==> src/include/cmp_pkg.sv <==
// constants, register map and mode decoding for the comparator control block
package cmp_pkg;

  // **********************************************************************
  // register indices (byte address is four times the index)
  // **********************************************************************
  localparam logic [7:0] IDX_INT_CTL = 8'h0b;
  localparam logic [7:0] IDX_IRQ_FLAGS = 8'h0c;
  localparam logic [7:0] IDX_CMP_CTL = 8'h19;
  localparam logic [7:0] IDX_PORT_VALUE = 8'h1a;
  localparam logic [7:0] IDX_PIN_DIR = 8'h85;
  localparam logic [7:0] IDX_IRQ_ENABLES = 8'h8c;
  localparam logic [7:0] IDX_VREF_CTL = 8'h99;

  // **********************************************************************
  // field positions and write masks
  // **********************************************************************
  localparam int unsigned CC_RESULT_BIT = 6;
  localparam int unsigned CC_INVERT_BIT = 4;
  localparam int unsigned CC_SWITCH_BIT = 3;
  localparam logic [7:0] CC_WR_MASK = 8'h1f;
  localparam int unsigned IC_GLOBAL_BIT = 7;
  localparam int unsigned IC_PERIPH_BIT = 6;
  localparam int unsigned PF_CMP_BIT = 3;
  localparam int unsigned PE_CMP_BIT = 3;
  localparam int unsigned PD_PIN2_BIT = 2;
  localparam int unsigned PIN_COUNT = 6;
  localparam int unsigned VR_POWER_BIT = 7;
  localparam int unsigned VR_RANGE_BIT = 5;
  localparam logic [7:0] VR_WR_MASK = 8'haf;

  // **********************************************************************
  // reset values
  // **********************************************************************
  localparam logic [7:0] RST_INT_CTL = 8'h00;
  localparam logic [7:0] RST_IRQ_FLAGS = 8'h00;
  localparam logic [7:0] RST_CMP_CTL = 8'h00;
  localparam logic [7:0] RST_PIN_DIR = 8'h3f;
  localparam logic [7:0] RST_IRQ_ENABLES = 8'h00;
  localparam logic [7:0] RST_VREF_CTL = 8'h00;

  // high range starts one quarter up a 32-step ladder
  localparam logic [4:0] VR_HIGH_BASE = 5'h08;

  // **********************************************************************
  // comparator modes
  // **********************************************************************
  localparam logic [2:0] MODE_RESET = 3'h0;
  localparam logic [2:0] MODE_OUT_DIRECT = 3'h1;
  localparam logic [2:0] MODE_REF_INT = 3'h2;
  localparam logic [2:0] MODE_OUT_DIRECT2 = 3'h3;
  localparam logic [2:0] MODE_REF_INT2 = 3'h4;
  localparam logic [2:0] MODE_MUX_REF = 3'h5;
  localparam logic [2:0] MODE_MUX_REF_OUT = 3'h6;
  localparam logic [2:0] MODE_OFF = 3'h7;

  typedef struct packed {
    logic cmp_on;
    logic drives_pin;
    logic uses_ref;
    logic uses_switch;
    logic [2:0] analog_pins;
  } cmp_mode_cfg_t;

  function automatic cmp_mode_cfg_t mode_decode(input logic [2:0] mode);
    cmp_mode_cfg_t cfg;
    cfg.cmp_on = (mode != MODE_RESET) && (mode != MODE_OFF);
    cfg.drives_pin = (mode == MODE_OUT_DIRECT) || (mode == MODE_OUT_DIRECT2) ||
                     (mode == MODE_MUX_REF_OUT);
    cfg.uses_ref = (mode == MODE_REF_INT) || (mode == MODE_REF_INT2) ||
                   (mode == MODE_MUX_REF) || (mode == MODE_MUX_REF_OUT);
    cfg.uses_switch = (mode == MODE_MUX_REF) || (mode == MODE_MUX_REF_OUT);
    cfg.analog_pins = {mode == MODE_RESET, mode != MODE_OFF, mode != MODE_OFF};
    return cfg;
  endfunction

endpackage

==> src/logic/cmp_sync.sv <==
// two-flop synchroniser for the raw comparator level
`timescale 1ns/10ps
`default_nettype none

module cmp_sync #(
  parameter int unsigned STAGES = 2
) (
  input wire logic hclk,
  input wire logic hresetn,
  input wire logic async_in,
  output logic sync_out
);

  if (STAGES != 2) begin : g_stages_bad
    $error("cmp_sync supports exactly two stages");
  end

  logic meta_q;
  logic stable_q;

  always_ff @(posedge hclk or negedge hresetn) begin
    if (!hresetn) begin
      meta_q <= 1'b0;
      stable_q <= 1'b0;
    end else begin
      meta_q <= async_in;
      stable_q <= meta_q;
    end
  end

  assign sync_out = stable_q;

endmodule

`default_nettype wire

==> src/logic/cmp_ctrl.sv <==
// comparator control, reference control and change interrupt with AHB-Lite registers
//
// Local design decision: the AHB-Lite slave port.
`timescale 1ns/10ps
`default_nettype none

// Operation
// - raw_compare is high when noninverting input exceeds inverting input
// - compare_result is raw comparison, complemented when output_invert is set
// - compare_mode selects one of eight routing configurations
// - compare_result reads at control bit 6 and ignores writes
// - three modes drive output_pin_two straight from the unsynchronised result
// - pin direction bit 2 enables output_pin_two in output modes
// - port value reads zero on every analog input pin
// - four modes connect the internal reference to a comparator input
// - reference control holds power bit 7, low range bit 5, level bits 3:0
// - reference tap is code of 24 low, or 8 plus code of 32 high
// - comparator and reference stay on in sleep; mode 111 turns off
// - enabled comparator interrupt wakes device, registers left unchanged
// - reset loads mode 000 and powers the reference down
// - flag sets while synced result differs from its latched value
// - flag clears only by writing 0; writing 1 sets it
// - request needs all three enables; flag sets regardless
// - any control access relatches the result; mismatch keeps setting flag
// - a change during a control read is caught, not missed
// - in modes 110 and 101 input_switch picks the inverting input pin
module cmp_ctrl #(
  parameter int unsigned ADDR_W = 12
) (
  input wire logic hclk,
  input wire logic hresetn,
  input wire logic hsel,
  input wire logic [ADDR_W-1:0] haddr,
  input wire logic [1:0] htrans,
  input wire logic hwrite,
  input wire logic [2:0] hsize,
  input wire logic [31:0] hwdata,
  input wire logic hready,
  output logic [31:0] hrdata,
  output logic hreadyout,
  output logic hresp,
  input wire logic raw_compare,
  input wire logic [cmp_pkg::PIN_COUNT-1:0] port_pins,
  output logic cmp_enable,
  output logic inv_to_pos_pin,
  output logic noninv_from_ref,
  output logic ref_power_on,
  output logic ref_range_low,
  output logic [4:0] ref_tap,
  output logic output_pin_two,
  output logic output_pin_two_oe,
  output logic irq_request,
  output logic wake_request
);

  // elaboration check: the register index sits in haddr[9:2]
  if (ADDR_W < 10) begin : g_addr_too_narrow
    $error("cmp_ctrl needs at least ten address bits");
  end

  // **********************************************************************
  // bus slave: one-cycle address phase, zero wait data phase
  // **********************************************************************
  logic addr_take;
  logic [7:0] addr_idx;
  logic wr_pend_q;
  logic [7:0] wr_idx_q;
  logic [31:0] hrdata_q;
  logic [7:0] rd_mux;

  logic [7:0] int_ctl_q;
  logic flag_q;
  logic [4:0] cmp_ctl_q;
  logic [cmp_pkg::PIN_COUNT-1:0] pin_dir_q;
  logic cmp_enable_q;
  logic [7:0] vref_q;
  logic latched_q;
  logic result_sync;
  logic cmp_result;
  logic mismatch;
  logic cmp_access;
  logic flag_wr;
  cmp_pkg::cmp_mode_cfg_t cfg;

  assign addr_take = hsel && hready && htrans[1];
  assign addr_idx = haddr[9:2];
  assign hreadyout = 1'b1;
  assign hresp = 1'b0;
  assign hrdata = hrdata_q;

  always_ff @(posedge hclk or negedge hresetn) begin
    if (!hresetn) begin
      wr_pend_q <= 1'b0;
      wr_idx_q <= 8'h00;
    end else begin
      wr_pend_q <= addr_take && hwrite;
      wr_idx_q <= addr_idx;
    end
  end

  // read value is captured at the address phase and stands in the data phase
  always_comb begin
    rd_mux = 8'h00;
    case (addr_idx)
      cmp_pkg::IDX_INT_CTL: begin
        rd_mux = int_ctl_q;
      end
      cmp_pkg::IDX_IRQ_FLAGS: begin
        rd_mux[cmp_pkg::PF_CMP_BIT] = flag_q;
      end
      cmp_pkg::IDX_CMP_CTL: begin
        rd_mux = {1'b0, cmp_result, 1'b0, cmp_ctl_q};
      end
      cmp_pkg::IDX_PORT_VALUE: begin
        rd_mux = {2'b00, port_pins[5:3], port_pins[2:0] & ~cfg.analog_pins};
      end
      cmp_pkg::IDX_PIN_DIR: begin
        rd_mux = {2'b00, pin_dir_q};
      end
      cmp_pkg::IDX_IRQ_ENABLES: begin
        rd_mux[cmp_pkg::PE_CMP_BIT] = cmp_enable_q;
      end
      cmp_pkg::IDX_VREF_CTL: begin
        rd_mux = vref_q;
      end
      default: begin
        rd_mux = 8'h00;
      end
    endcase
  end

  always_ff @(posedge hclk or negedge hresetn) begin
    if (!hresetn) begin
      hrdata_q <= 32'h0000_0000;
    end else if (addr_take && !hwrite) begin
      hrdata_q <= {24'h00_0000, rd_mux};
    end
  end

  // **********************************************************************
  // software registers
  // **********************************************************************
  always_ff @(posedge hclk or negedge hresetn) begin
    if (!hresetn) begin
      cmp_ctl_q <= cmp_pkg::RST_CMP_CTL[4:0];
    end else if (wr_pend_q && wr_idx_q == cmp_pkg::IDX_CMP_CTL) begin
      cmp_ctl_q <= hwdata[4:0] & cmp_pkg::CC_WR_MASK[4:0];
    end
  end

  always_ff @(posedge hclk or negedge hresetn) begin
    if (!hresetn) begin
      vref_q <= cmp_pkg::RST_VREF_CTL;
    end else if (wr_pend_q && wr_idx_q == cmp_pkg::IDX_VREF_CTL) begin
      vref_q <= hwdata[7:0] & cmp_pkg::VR_WR_MASK;
    end
  end

  always_ff @(posedge hclk or negedge hresetn) begin
    if (!hresetn) begin
      int_ctl_q <= cmp_pkg::RST_INT_CTL;
    end else if (wr_pend_q && wr_idx_q == cmp_pkg::IDX_INT_CTL) begin
      int_ctl_q <= hwdata[7:0] & 8'hc0;
    end
  end

  always_ff @(posedge hclk or negedge hresetn) begin
    if (!hresetn) begin
      pin_dir_q <= cmp_pkg::RST_PIN_DIR[cmp_pkg::PIN_COUNT-1:0];
    end else if (wr_pend_q && wr_idx_q == cmp_pkg::IDX_PIN_DIR) begin
      pin_dir_q <= hwdata[cmp_pkg::PIN_COUNT-1:0];
    end
  end

  always_ff @(posedge hclk or negedge hresetn) begin
    if (!hresetn) begin
      cmp_enable_q <= cmp_pkg::RST_IRQ_ENABLES[cmp_pkg::PE_CMP_BIT];
    end else if (wr_pend_q && wr_idx_q == cmp_pkg::IDX_IRQ_ENABLES) begin
      cmp_enable_q <= hwdata[cmp_pkg::PE_CMP_BIT];
    end
  end

  // **********************************************************************
  // mode decode and analog steering
  // **********************************************************************
  assign cfg = cmp_pkg::mode_decode(cmp_ctl_q[2:0]);

  // no sleep input: nothing here powers down while the core sleeps
  assign cmp_enable = cfg.cmp_on;
  assign inv_to_pos_pin = cfg.uses_switch && cmp_ctl_q[cmp_pkg::CC_SWITCH_BIT];
  assign noninv_from_ref = cfg.uses_ref;
  assign ref_power_on = vref_q[cmp_pkg::VR_POWER_BIT];
  assign ref_range_low = vref_q[cmp_pkg::VR_RANGE_BIT];
  localparam logic [4:0] VR_HIGH_TAP_BASE = cmp_pkg::VR_HIGH_BASE;

  // low range taps a 24-step ladder, high range a 32-step ladder offset by 8
  assign ref_tap = ref_range_low ? {1'b0, vref_q[3:0]} :
                   (VR_HIGH_TAP_BASE + {1'b0, vref_q[3:0]});

  // **********************************************************************
  // result path and pin drive
  // **********************************************************************
  cmp_sync #(
    .STAGES(2)
  ) u_sync (
    .hclk(hclk),
    .hresetn(hresetn),
    .async_in(raw_compare),
    .sync_out(result_sync)
  );

  assign cmp_result = result_sync ^ cmp_ctl_q[cmp_pkg::CC_INVERT_BIT];

  // pin bypasses the synchroniser on purpose: no clock delay on the output
  assign output_pin_two = cfg.drives_pin &&
                          (raw_compare ^ cmp_ctl_q[cmp_pkg::CC_INVERT_BIT]);
  assign output_pin_two_oe = cfg.drives_pin && !pin_dir_q[cmp_pkg::PD_PIN2_BIT];

  // **********************************************************************
  // change detection and interrupt
  // **********************************************************************
  assign cmp_access = addr_take && addr_idx == cmp_pkg::IDX_CMP_CTL;
  assign mismatch = cfg.cmp_on && (cmp_result != latched_q);
  assign flag_wr = wr_pend_q && wr_idx_q == cmp_pkg::IDX_IRQ_FLAGS;

  always_ff @(posedge hclk or negedge hresetn) begin
    if (!hresetn) begin
      latched_q <= 1'b0;
    end else if (cmp_access || !cfg.cmp_on) begin
      latched_q <= cmp_result;
    end
  end

  // the mismatch of the relatch cycle still sets the flag, so nothing is missed
  always_ff @(posedge hclk or negedge hresetn) begin
    if (!hresetn) begin
      flag_q <= cmp_pkg::RST_IRQ_FLAGS[cmp_pkg::PF_CMP_BIT];
    end else if (mismatch) begin
      flag_q <= 1'b1;
    end else if (flag_wr) begin
      flag_q <= hwdata[cmp_pkg::PF_CMP_BIT];
    end
  end

  assign irq_request = flag_q && cmp_enable_q && int_ctl_q[cmp_pkg::IC_PERIPH_BIT] &&
                       int_ctl_q[cmp_pkg::IC_GLOBAL_BIT];
  assign wake_request = flag_q && cmp_enable_q && int_ctl_q[cmp_pkg::IC_PERIPH_BIT];

  // **********************************************************************
  // assertions
  // **********************************************************************
  a_flag_sets: assert property (
    @(posedge hclk) disable iff (!hresetn)
    mismatch |=> flag_q
  ) else $error("flag did not set on mismatch");

  a_flag_holds: assert property (
    @(posedge hclk) disable iff (!hresetn)
    (flag_q && !flag_wr) |=> flag_q
  ) else $error("flag cleared without a write");

  a_flag_sw_set: assert property (
    @(posedge hclk) disable iff (!hresetn)
    (flag_wr && hwdata[3]) |=> flag_q
  ) else $error("writing one did not set flag");

  a_irq_gate: assert property (
    @(posedge hclk) disable iff (!hresetn)
    irq_request |-> (flag_q && cmp_enable_q && int_ctl_q[7] && int_ctl_q[6])
  ) else $error("request without all enables");

  a_relatch_ends: assert property (
    @(posedge hclk) disable iff (!hresetn)
    (cmp_access && $stable(result_sync)) |=> (latched_q == $past(cmp_result))
  ) else $error("control access did not relatch");

  a_pin_enable: assert property (
    @(posedge hclk) disable iff (!hresetn)
    output_pin_two_oe |-> (cfg.drives_pin && !pin_dir_q[2])
  ) else $error("pin driven outside output mode");

  a_pin_value: assert property (
    @(posedge hclk) disable iff (!hresetn)
    output_pin_two_oe |-> (output_pin_two == (raw_compare ^ cmp_ctl_q[4]))
  ) else $error("pin value wrong");

  a_sync_delay: assert property (
    @(posedge hclk) disable iff (!hresetn)
    $stable(cmp_ctl_q[cmp_pkg::CC_INVERT_BIT]) |->
      (cmp_result == ($past(raw_compare, 2) ^ cmp_ctl_q[cmp_pkg::CC_INVERT_BIT]))
  ) else $error("result not two cycles behind raw input");

  a_analog_zero: assert property (
    @(posedge hclk) disable iff (!hresetn)
    (addr_take && !hwrite && addr_idx == cmp_pkg::IDX_PORT_VALUE && cfg.analog_pins[0])
      |=> (hrdata[0] == 1'b0)
  ) else $error("analog pin read nonzero");

  a_ref_route: assert property (
    @(posedge hclk) disable iff (!hresetn)
    (cmp_ctl_q[2:0] == 3'h2 || cmp_ctl_q[2:0] == 3'h6) |-> noninv_from_ref
  ) else $error("reference not routed");

  a_high_tap: assert property (
    @(posedge hclk) disable iff (!hresetn)
    !ref_range_low |-> (ref_tap == 5'(vref_q[3:0]) + 5'h08)
  ) else $error("high range tap wrong");

  a_result_read: assert property (
    @(posedge hclk) disable iff (!hresetn)
    (cmp_access && !hwrite) |=> (hrdata[cmp_pkg::CC_RESULT_BIT] == $past(cmp_result))
  ) else $error("control read lost the result bit");

  a_flag_sw_clear: assert property (
    @(posedge hclk) disable iff (!hresetn)
    (flag_wr && !hwdata[cmp_pkg::PF_CMP_BIT] && !mismatch) |=> !flag_q
  ) else $error("writing zero did not clear flag");

  a_ctl_kept: assert property (
    @(posedge hclk) disable iff (!hresetn)
    !(wr_pend_q && wr_idx_q == cmp_pkg::IDX_CMP_CTL) |=> $stable(cmp_ctl_q)
  ) else $error("comparator control changed without a write");

  a_vref_kept: assert property (
    @(posedge hclk) disable iff (!hresetn)
    !(wr_pend_q && wr_idx_q == cmp_pkg::IDX_VREF_CTL) |=> $stable(vref_q)
  ) else $error("reference control changed without a write");

endmodule

`default_nettype wire

==> config.mk <==
export PLATFORM = sky130hd
export DESIGN_NAME = cmp_ctrl
export DESIGN_NICKNAME = d
export VERILOG_FILES = /design/src/include/cmp_pkg.sv /design/src/logic/cmp_sync.sv /design/src/logic/cmp_ctrl.sv
export SDC_FILE = /design/constraint.sdc
export NUM_CORES = 1
export LEC_CHECK = 0
export ABC_AREA = 1
export BUFFER_PORTS_ARGS = -buffer_cell sky130_fd_sc_hd__buf_2
export CORE_MARGIN = 1.5
export CORE_UTILIZATION = 50
export CTS_CLUSTER_SIZE = 14
export DETAILED_ROUTE_END_ITERATION = 7
export GPL_ROUTABILITY_DRIVEN = 1
export PLACE_DENSITY = 0.95
export RECOVER_POWER = 100
export SLEW_MARGIN = 5
export SYNTH_ARGS = -nofsm -noshare
export SYNTH_HDL_FRONTEND = slang
export SYNTH_SLANG_ARGS = --single-unit
==> constraint.sdc <==
create_clock -name hclk -period 3.7 [get_ports hclk]
set_input_delay 0.37 -clock hclk [delete_from_list [all_inputs] [get_ports hclk]]
set_output_delay 0.37 -clock hclk [all_outputs]
set_load 0.05 [all_outputs]
## After elaboration in Yosys (flattened, before gate mapping)

Index checks and enable logic that the tools add are counted.

- Mux-type cells: 6
- Bitwise logic cells: 4
- Add/sub/neg operators: 1
- Equality and inequality tests: 21
- Reductions and logical operators: 32

Operators with widths:

| kind | number |
|---|---|
| $eq A8 B8 Y1 const B | 6 |
| $eq A8 B4 Y1 const B | 4 |
| $eq A8 B5 Y1 const B | 3 |
| $pmux W4 S5 | 1 |
| $logic_and A1 B1 Y1 | 19 |
| $pmux W3 S4 | 1 |
| $eq A3 B3 Y1 const B | 3 |
| $logic_or A1 B1 Y1 | 7 |
| $eq A3 B2 Y1 const B | 2 |
| $pmux W1 S6 | 1 |
| $add A4 B4 Y5 const A | 1 |
| $mux W5 | 1 |
| $and A3 B3 Y3 | 1 |
| $eq A3 B1 Y1 const B | 1 |
| $logic_not A1 Y1 | 3 |
| $logic_not A3 Y1 | 1 |
| $ne A3 B3 Y1 const B | 1 |
| $not A3 Y3 | 1 |
| $reduce_bool A3 Y1 | 1 |
| $mux W1 | 2 |
| $reduce_bool A2 Y1 | 1 |
| $xor A1 B1 Y1 | 2 |
| $ne A1 B1 Y1 | 1 |

- Bits in registers: 41
- Input bits: 61
- Logic and storage cells: 76
- Output and inout port bits: 48

## Logic depth before layout (Yosys ltp)

Gate-level depths: netlist of the first run.

- Depth after elaboration: 4
- Depth in mapped cells: 8
- Depth with buffers taken out: 8

## Hierarchy

From an unflattened synthesis of the first run, not the netlist that was laid out.

- Cells, all modules: 293
- Area total of the unflattened synthesis: 2341.0 sq um

Modules (own cells, without submodules):

| module | cells each | instances | area an instance (sq um) | sequential area each (sq um) |
|---|---|---|---|---|
| cmp_ctrl | 291 | 1 | 2290.9 | 983.4 |
| cmp_sync | 2 | 1 | 50.0 | 50.0 |

## Worst setup path before layout of the first run

No wires, ideal clock.

- Kind: reg-to-output
- From: reg cmp_ctl_q[2]
- To: out inv_to_pos_pin
- Path slack: 1727 ps
- Data required time: 3330 ps
- Data arrival time: 1603 ps
- Path buffers: 1
- Cell stages (with the launch flop): 4
- Path through: dfrtp_1 -> buf_2 -> nand2_1 -> nor3_1

- Word-level cells in the longest chain between the ends: 3
- Elaborated cells on any way between the ends: 4
- Classes of those cells: 2 x eq/ne; 2 x reduce/logical

RTL lines:

| item | RTL line | text |
|---|---|---|
| from (decl) | cmp_ctrl.sv:73 | `logic [4:0] cmp_ctl_q;` |
| from (signal assigned) | cmp_ctrl.sv:145 | `cmp_ctl_q <= cmp_pkg::RST_CMP_CTL[4:0];` |
| from (signal assigned) | cmp_ctrl.sv:147 | `cmp_ctl_q <= hwdata[4:0] & cmp_pkg::CC_WR_MASK[4:0];` |
| $eq A3 B3 Y1 | cmp_pkg.sv:72 | `cfg.uses_switch = (mode == MODE_MUX_REF) \|\| (mode == MODE_MUX_REF_OUT);` |
| $logic_or A1 B1 Y1 (*) | cmp_pkg.sv:72 |  |
| $logic_and A1 B1 Y1 (*) | cmp_ctrl.sv:190 | `assign inv_to_pos_pin = cfg.uses_switch && cmp_ctl_q[cmp_pkg::CC_SWITCH_BIT];` |
| to (decl) | cmp_ctrl.sv:45 | `output logic inv_to_pos_pin,` |

Every way passes the cells marked *; elsewhere a longest branch is shown, timed or not.

## Worst setup path after layout of the first run

- From: reg cmp_ctl_q[0]
- To: out cmp_enable

- Word-level cells in the longest chain between the ends: 2
- Elaborated cells on any way between the ends: 3
- Classes of those cells: 1 x eq/ne; 2 x reduce/logical

RTL lines:

| item | RTL line | text |
|---|---|---|
| $ne A3 B3 Y1 / $reduce_bool A3 Y1 (equally long branches) | cmp_pkg.sv:67 | `cfg.cmp_on = (mode != MODE_RESET) && (mode != MODE_OFF);` |
| $logic_and A1 B1 Y1 (*) | cmp_pkg.sv:67 |  |
| to (decl) | cmp_ctrl.sv:44 | `output logic cmp_enable,` |

Marks and branches as above.

==> out/summary.md, run 1 <==
For this block, the routed nets add up to 5310 um of wire. The initial antenna violation count is 0, and the async set or reset register ratio after synthesis is 1.00. The fraction of layout cells with a size suffix above 1 works out to 0.146. The share of synthesized area spent on multiplexers came out at 0.

Setup repair after global routing left no endpoint under its margin. Hold repair after CTS inserted 0 buffers. The critical path goes through nor2_1 -> o21ai_0 -> clkbuf_1. Entering global routing, the biggest net connects 42 pins. The area fraction in compound gates after synthesis was 0.0935. XOR/XNOR share of the synthesized area: 0.00748.

In this run the count of I/O pins placed on the die edge is 109. Once detail routing completed, the nets flagged for antenna violations numbered 0. The logs give 0.527 for the initial core utilization and 0.00901 ns for the clock tree skew after final layout. The number of different library cells in the post-synthesis netlist came out at 29. The tools report the number of setup violations in the final report as 0. Count of nets after finishing: 403. The core area is 4440 um2, and the synthesized area divided by synthesized cell count is 7.99 um2. The capture point of the worst reg-to-reg path is pin_dir_q[2]$_DFFE_PN1P_. The longest individual stage delay on the worst path was 0.52 ns. For the portion of total power attributed to sequential cells, the log shows 0.467. The post-synthesis share of cell area spent on and, or, nand and nor gates works out to 0.285.

TritonCTS built the clock tree. The count of H-tree levels built during CTS is 2. The tools report the clock network fraction of total power as 0.376. The number of enable-type register cells in the synthesized netlist came out at 0. By area, the combinational part of the netlist is dominated by simple AND/OR/NAND/NOR gates. In this run the critical register-to-register path is launched from wr_idx_q[5]$_DFF_PN0_.

The number of global-route vias before repair came out at 1847. The cell sitting at the root of the clock tree is a sky130_fd_sc_hd__clkbuf_8. At the pin with the least slew margin, the transition time is 2.13 ns.

From bottom edge to top edge, the die measures 71.4 um. The setup slack of the critical path after layout is 1.51 ns, and the pre-CTS setup slack is 2.16 ns. Counting I/O delays and the setup requirement, the final critical path takes 2.19 ns. For the final-layout setup total negative slack, the log shows 0 ns. The highest ir drop seen on vdd was 0.263 mV. The tree built by TritonCTS fans out to 41 sinks. The switching part of the total was 0.299; the total overflow reported by the global router was 0. The global-route total usage across every layer came out at 0.221. The analysis attributes to net switching a power of 0.000301 W. In the routed design, unresolved DRC markers number 4. The highest-delay cell along the critical path was sky130_fd_sc_hd__clkbuf_1.

Along the worst path, the maximum fanout reaches 6. The sequential cell area fraction in the yosys report is 0.441, and the post-CTS clock slew at the launch and capture registers of the worst setup and hold paths is 0.08 ns. The congestion estimate from routability-driven global placement came to 0.939.

Compared with the post-synthesis result, the final layout area differs by 7.00%. The tools report the number of hold-slack violations in the final timing report as 0. The internal power was 0.000708 W; the insertion delay of the later-clocked pin in the worst-skew pair was 0.30 ns.

The via count is 1998. Top cell type by total area after synthesis: sky130_fd_sc_hd__dfrtp_1. Path class of the lowest-slack min-delay path: in2reg.

The path with the worst hold slack has its endpoint at u_sync.meta_q$_DFF_PN0_. The tools report the design area as 2500 um2. The repair_antennas step left the layout with diodes totalling 0.

The number of slew-limit violations in the final report was 42; the length of the first detailed-routing pass in iterations was 8. The endpoint required time on the critical path was 3.33 ns; the number of cells traversed by the worst hold path was 1. The tools report the number of buffers added for setup after CTS as 0. The part of the power in combinational logic was 0.157; the maximum frequency from static timing analysis was 0.457 GHz.

The total number of yosys warnings was 0; the largest buffer count on any clock path was 2. Summing all placed instances gives a cell area of 2490 um2. The most used flip-flop cell after synthesis was sky130_fd_sc_hd__dfrtp_1. The number of clock buffers added by TritonCTS is 5.

After floorplanning, the core was divided into 24 placement rows. The adder and majority cell fraction of the synthesized area is 0.00534, and the depth of the worst register-to-register path is 3. Buffers placed on the I/O ports in this run total 50. The detailed-placement wirelength estimate was 3950 um. The synthesized design contains 41 register bits. In this run, post-CTS repair resized a total of 0 instances. After detailed routing, the number of vias per cell comes to 5.07. The proportion of netlist area held by the largest area contributor came out at 0.374. The first global-routing pass estimated 8590 um of wire. The endpoint class of the critical path is a primary output. The most repeated cell in the gate-level netlist after synthesis is sky130_fd_sc_hd__nand2_1. The data arrival time of the critical path is 1.82 ns.

The tools report the leakage power as 1.36 nW. After synthesis the cells add up to 2340 um2. The flow ran to the end, but the final reports show violations. The worst max-slew margin expressed relative to the limit came out at -0.423. After synthesis, the cell types taking the most area are sky130_fd_sc_hd__dfrtp_1 (37%), sky130_fd_sc_hd__nand2_1 (12%), sky130_fd_sc_hd__buf_4 (9.3%).

In this run the most critical hold path is launched from raw_compare. The per-cell routed wire length is 13.5 um. The final reports fail on DRC, capacitance limit, slew limit. In this run the power density over the cells is 403 nW/um2. On the final layout, the worst hold slack is 0.206 ns. The worst register-to-register path has a setup slack of 2.11 ns. Measured along the x axis, the die boundary spans 71.4 um. For the max-capacitance violation count, the log shows 1.

The commonest cells after synthesis are sky130_fd_sc_hd__nand2_1 (73), sky130_fd_sc_hd__dfrtp_1 (35), sky130_fd_sc_hd__inv_1 (30), sky130_fd_sc_hd__buf_4 (29), sky130_fd_sc_hd__nand3_1 (27). The detailed router finished its first iteration with 225 violations. The die outline area was 5100 um2.

The final worst-path cycle share works out to 0.591. Critical path class: reg2out. STA classifies the critical path startpoint as a register. After technology mapping, the gate count stands at 293.
sequential cells by signal, summed over array words and instances, names as in the netlist:
register and flops:
hrdata 8, u_sync.meta_q 1, wr_pend_q 1, latched_q 1, u_sync.sync_out 1, vref_q 6, cmp_ctl_q 5, cmp_enable_q 1
flag_q 1, pin_dir_q 6, wr_idx_q 8, int_ctl_q 2
placed cells by master, fill, tap and decap left out:
master,instances
sky130_fd_sc_hd__nor3_1,6
sky130_fd_sc_hd__nand3_1,27
sky130_fd_sc_hd__a21boi_0,1
sky130_fd_sc_hd__nor3b_1,1
sky130_fd_sc_hd__nor3_2,1
sky130_fd_sc_hd__nand2_2,4
sky130_fd_sc_hd__and3_2,1
sky130_fd_sc_hd__clkbuf_1,33
sky130_fd_sc_hd__nor2_2,4
sky130_fd_sc_hd__nand2_1,75
sky130_fd_sc_hd__inv_1,30
sky130_fd_sc_hd__o21ai_1,6
sky130_fd_sc_hd__nor2_1,25
sky130_fd_sc_hd__nand4_1,2
sky130_fd_sc_hd__nor2_4,1
sky130_fd_sc_hd__o211ai_1,1
sky130_fd_sc_hd__buf_2,18
sky130_fd_sc_hd__o21ai_2,4
sky130_fd_sc_hd__ha_1,1
sky130_fd_sc_hd__o21ai_0,20
sky130_fd_sc_hd__clkbuf_8,6
sky130_fd_sc_hd__xnor2_1,2
sky130_fd_sc_hd__a21oi_1,1
sky130_fd_sc_hd__conb_1,26
sky130_fd_sc_hd__inv_2,4
sky130_fd_sc_hd__dfstp_2,6
sky130_fd_sc_hd__bufinv_16,1
sky130_fd_sc_hd__dfrtp_1,35
per-stage QoR:
| stage | utilization | std cells | total power, W |
|---|---|---|---|
| after CTS | 0.586 | 394 | 0.00102 |
| after global routing | 0.564 | 394 | 0.00104 |
| after detailed placement | 0.560 | 386 | 0.000644 |
| after floorplan | - | 317 | 0.000622 |
| after global placement | 0.560 | 386 | 0.000640 |
| final | 0.564 | 394 | 0.00101 |
power by group through the flow:
stage,clock network (W),logic [W],registers (W)
finish,0.000380,0.000158,0.000471
global route,0.000398,0.000171,0.000472
CTS,0.000380,0.000165,0.000471
detailed placement,0,0.000165,0.000479
global placement,0,0.000161,0.000479
floorplan,0,0.000131,0.000490
critical path: cells and delay by family, from the launching register on:
| family | cells | cell delay (ns) |
|---|---|---|
| buf+inv | 1 | 0.52 |
| flops | 1 | 0.44 |
| compound gates | 1 | 0.44 |
| simple gates | 1 | 0.12 |
logic make-up after synthesis:
logic type / Yosys count
simple gates: 147
other cells: 2
fa+ha+maj: 1
flops: 41
buf+inv: 67
compound gates: 33
xor+xnor: 2
per-layer routing:
metal  GRT usage  share of wire  routed length (um)
met1       0.262           0.40                2100
met2       0.380           0.52                2750
met5           0              0                   0
met3      0.0534          0.068                 364
met4       0.103          0.018                  98
how the worst max path moves through the flow:
stage,to,slack (ns),depth (start not counted),startpoint
after global placement,cmp_enable,2.21,3,cmp_ctl_q[0]$_DFFE_PN0P_
after floorplan,inv_to_pos_pin,1.73,3,cmp_ctl_q[2]$_DFFE_PN0P_
final,cmp_enable,1.51,3,cmp_ctl_q[0]$_DFFE_PN0P_
after global routing,vref_q[1]$_DFFE_PN0P_,1.37,1,hresetn
after CTS,cmp_enable,1.81,3,cmp_ctl_q[0]$_DFFE_PN0P_
after detailed placement,cmp_enable,2.16,3,cmp_ctl_q[0]$_DFFE_PN0P_
layout make-up:
class / instances / area (um2)
repair buffers: 50 / 210
inverters: 34 / 128
clock inverters: 1 / 30.0
clock buffers: 7 / 86.3
multi-input cells: 209 / 952
fillers: 430 / 1940
flip-flops and latches: 41 / 1030
well taps: 52 / 65.1
Note: power is estimated with default switching activity, not from simulation.
==> run 2: changes to the inputs <==
CORE_UTILIZATION = 47   (was 50)
PLACE_DENSITY = 0.93   (was 0.95)
clock period = 2.2 ns   (was 3.7 ns; I/O delays follow)
==> out/summary.md, run 2 (synthesis gave the netlist of run 1 again) <==
Root buffer cell: sky130_fd_sc_hd__clkbuf_8. The via-per-instance ratio works out to 4.81 (-5.2%). The tools report the endpoint class of the critical path as a primary output.

The width of the die was 73.6 um (+3.0%). Leaving out fill and tap cells, the most frequent cell in the layout is sky130_fd_sc_hd__nand2_1. The peak fanout along the critical path is 6 (unchanged).

The run gives 0 (-1) as the max-capacitance violation count. The final-layout setup total negative slack was 0 ns (unchanged); the longest individual stage delay on the worst path was 0.44 ns (-0.08 ns). For the setup slack of the worst register-to-register path, the log shows 0.62 ns (-1.49 ns). For the finished layout, the period the worst path requires is 1.88 ns.

The clock tree skew after final layout is 0.00251 ns (-0.00650 ns), and the global-route total usage across every layer is 0.206 (-0.0154). The core area is 4750 um2 (+7.0%), and the maximum frequency from static timing analysis is 0.532 GHz. The critical path goes through nor2_1 -> o21ai_0 -> clkbuf_2. From synthesis to final layout, the design area changed by 6.41%.

The flow ran to the end, and the final reports show no timing, DRC or antenna violations. The via count was 1966 (-1.6%). The initial antenna violation count was 0 (unchanged); the residual DRC count was 0 (-4). The tools report the insertion delay of the later-clocked pin in the worst-skew pair as 0.30 ns (about the same).

The tools report the count of antenna diodes in the layout as 0 (unchanged). The number of setup violations in the final report is 0 (unchanged). The largest buffer count on any clock path was 2 (unchanged).

The worst reg2reg path startpoint was wr_idx_q[1]$_DFF_PN0_. The tools report the number of hold-slack violations in the final timing report as 0 (unchanged). Final wirelength: 5170 um (-2.7%). The critical path buffer and inverter count was 1 (unchanged); the fraction of layout cells with a size suffix above 1 was 0.149 (+0.00292). The tightest min-delay check is of the in2async type. The run gives 0 (unchanged) as the total overflow reported by the global router. The quantity of gates resized following cts was 0 (unchanged). The number of buffers inserted for hold repair after clock tree synthesis was 0 (unchanged).

The length of the first detailed-routing pass in iterations was 4 (-4). Setup repair after global routing left no endpoint under its margin. The worst max-slew margin expressed relative to the limit is 0.407 (+0.830), and the maximum number of pins on one net before global-route repair is 42 (unchanged). The number of I/O port buffers is 50 (unchanged). The number of global-route vias before repair was 1850 (+0.16%); the register area was 1030 um2 (unchanged). The tools report the remaining number of nets flagged by the antenna check after routing as 0 (unchanged). The depth of the worst register-to-register path was 3 (unchanged). The die outline area is 5410 um2 (+6.1%), and the initial DRC count is 82 (-64%).

The count of nets after finishing was 403 (unchanged); the transition time at the pin with the least slew margin was 0.889 ns (-1.24 ns). For the number of slew-limit violations in the final report, the log shows 0 (-100%). The number of sinks handled by clock tree synthesis is 41 (unchanged). The leakage power was 1.34 nW (-1.0%); the endpoint required time on the critical path was 1.98 ns (-1.35 ns).

The run gives 0 (unchanged) as the number of buffers added for setup after CTS. For the total clock buffers created by CTS, the log shows 5 (unchanged). The highest ir drop seen on vdd was 0.305 mV (+16%). The run gives 3900 um (-1.4%) as the detailed-placement wirelength estimate.

The count of H-tree levels built during CTS is 2 (unchanged), and the final worst-path cycle share is 0.854. The tools report the data arrival time of the critical path as 1.66 ns (-0.16 ns). The logs give 0.764 ns (-1.40 ns) for the pre-CTS setup slack and 953 um2 (+0.13%) for the area taken by multi-input logic gates.

In the layout the commonest cells are sky130_fd_sc_hd__nand2_1 (75), sky130_fd_sc_hd__dfrtp_1 (35), sky130_fd_sc_hd__clkbuf_1 (33). Highest-delay cell along the critical path: sky130_fd_sc_hd__dfrtp_1. The count of boundary I/O pins came out at 109 (unchanged).

The wire length of the first global-routing pass came out at 8200 um (-4.6%). The cell family contributing the most delay on the critical path is flip-flops. Startpoint of the most critical setup path: cmp_ctl_q[0]$_DFFE_PN0P_. The tools report the setup slack of the critical path after layout as 0.321 ns (-1.19 ns). The chip height is 73.6 um (+3.0%). TritonCTS built the clock tree. The routability congestion estimate from global placement is 0.815 (-13%), and the initial core utilization is 0.492 (-0.0344). The per-cell routed wire length was 12.6 um (-6.3%); the total number of placement rows was 25 (+4.2%). The post-CTS clock slew at the launch and capture registers of the worst setup and hold paths works out to 0.07 ns (about the same). The worst setup path is launched from a register. The number of fillers in the final layout came out at 499 (+16%).

The capture point of the worst reg-to-reg path was pin_dir_q[0]$_DFFE_PN1P_. The power density over cell area came out at 619 nW/um2 (+54%). The critical path is of the reg2out type.
==> run 2: cell type report <==
class,instances,share of cell area
clock buffers,8,0.0321
inverters,34,0.0512
multi-input cells,209,0.383
repair buffers,50,0.0854
flip-flops and latches,41,0.415
well taps,67,0.0337
==> run 2: per-stage QoR <==
stage | cells | hold slack (ns) | cell area, um2 | utilization | total power (W)
2_1_floorplan | 317 | -0.0756 | 2430 | - | 0.00105
3_3_place_gp | 401 | 0.333 | 2510 | 0.528 | 0.00108
4_1_cts | 409 | 0.0376 | 2590 | 0.544 | 0.00156
5_1_grt | 409 | 0.0574 | 2490 | 0.524 | 0.00161
3_5_place_dp | 401 | 0.343 | 2510 | 0.528 | 0.00108
6_report | 409 | 0.0367 | 2490 | 0.524 | 0.00154
==> run 2: per-layer routing <==
layer / up-vias / wire length, um / global-route usage
li1: 961 / - / -
met1: 925 / 2030 / 0.234
met2: 71 / 2630 / 0.352
met3: 9 / 412 / 0.0453
met4: 0 / 98 / 0.123
met5: - / 0 / 0
==> run 2: worst reg2reg max path, delay by kind of cell, from the launching register on <==
family	cells	cell delay, ns
flops	1	0.42
compound gates	1	0.37
simple gates	2	0.69
==> run 2: power breakdown <==
| part | switching [W] | internal, W | leakage [nW] |
|---|---|---|---|
| combinational | 0.000223 | 0.0000442 | 0.858 |
| clock | 0.000258 | 0.000225 | 0.0395 |
| sequential | 0.0000150 | 0.000777 | 0.447 |
==> run 2: worst max path at each step <==
stage	endpoint	slack, ns	cells after the start
2_1_floorplan	inv_to_pos_pin	0.38	3
6_report	cmp_enable	0.32	3
4_1_cts	cmp_enable	0.51	3
3_3_place_gp	pin_dir_q[0]$_DFFE_PN1P_	0.86	4
3_5_place_dp	pin_dir_q[4]$_DFFE_PN1P_	0.76	4
5_1_grt	cmp_enable	0.21	3
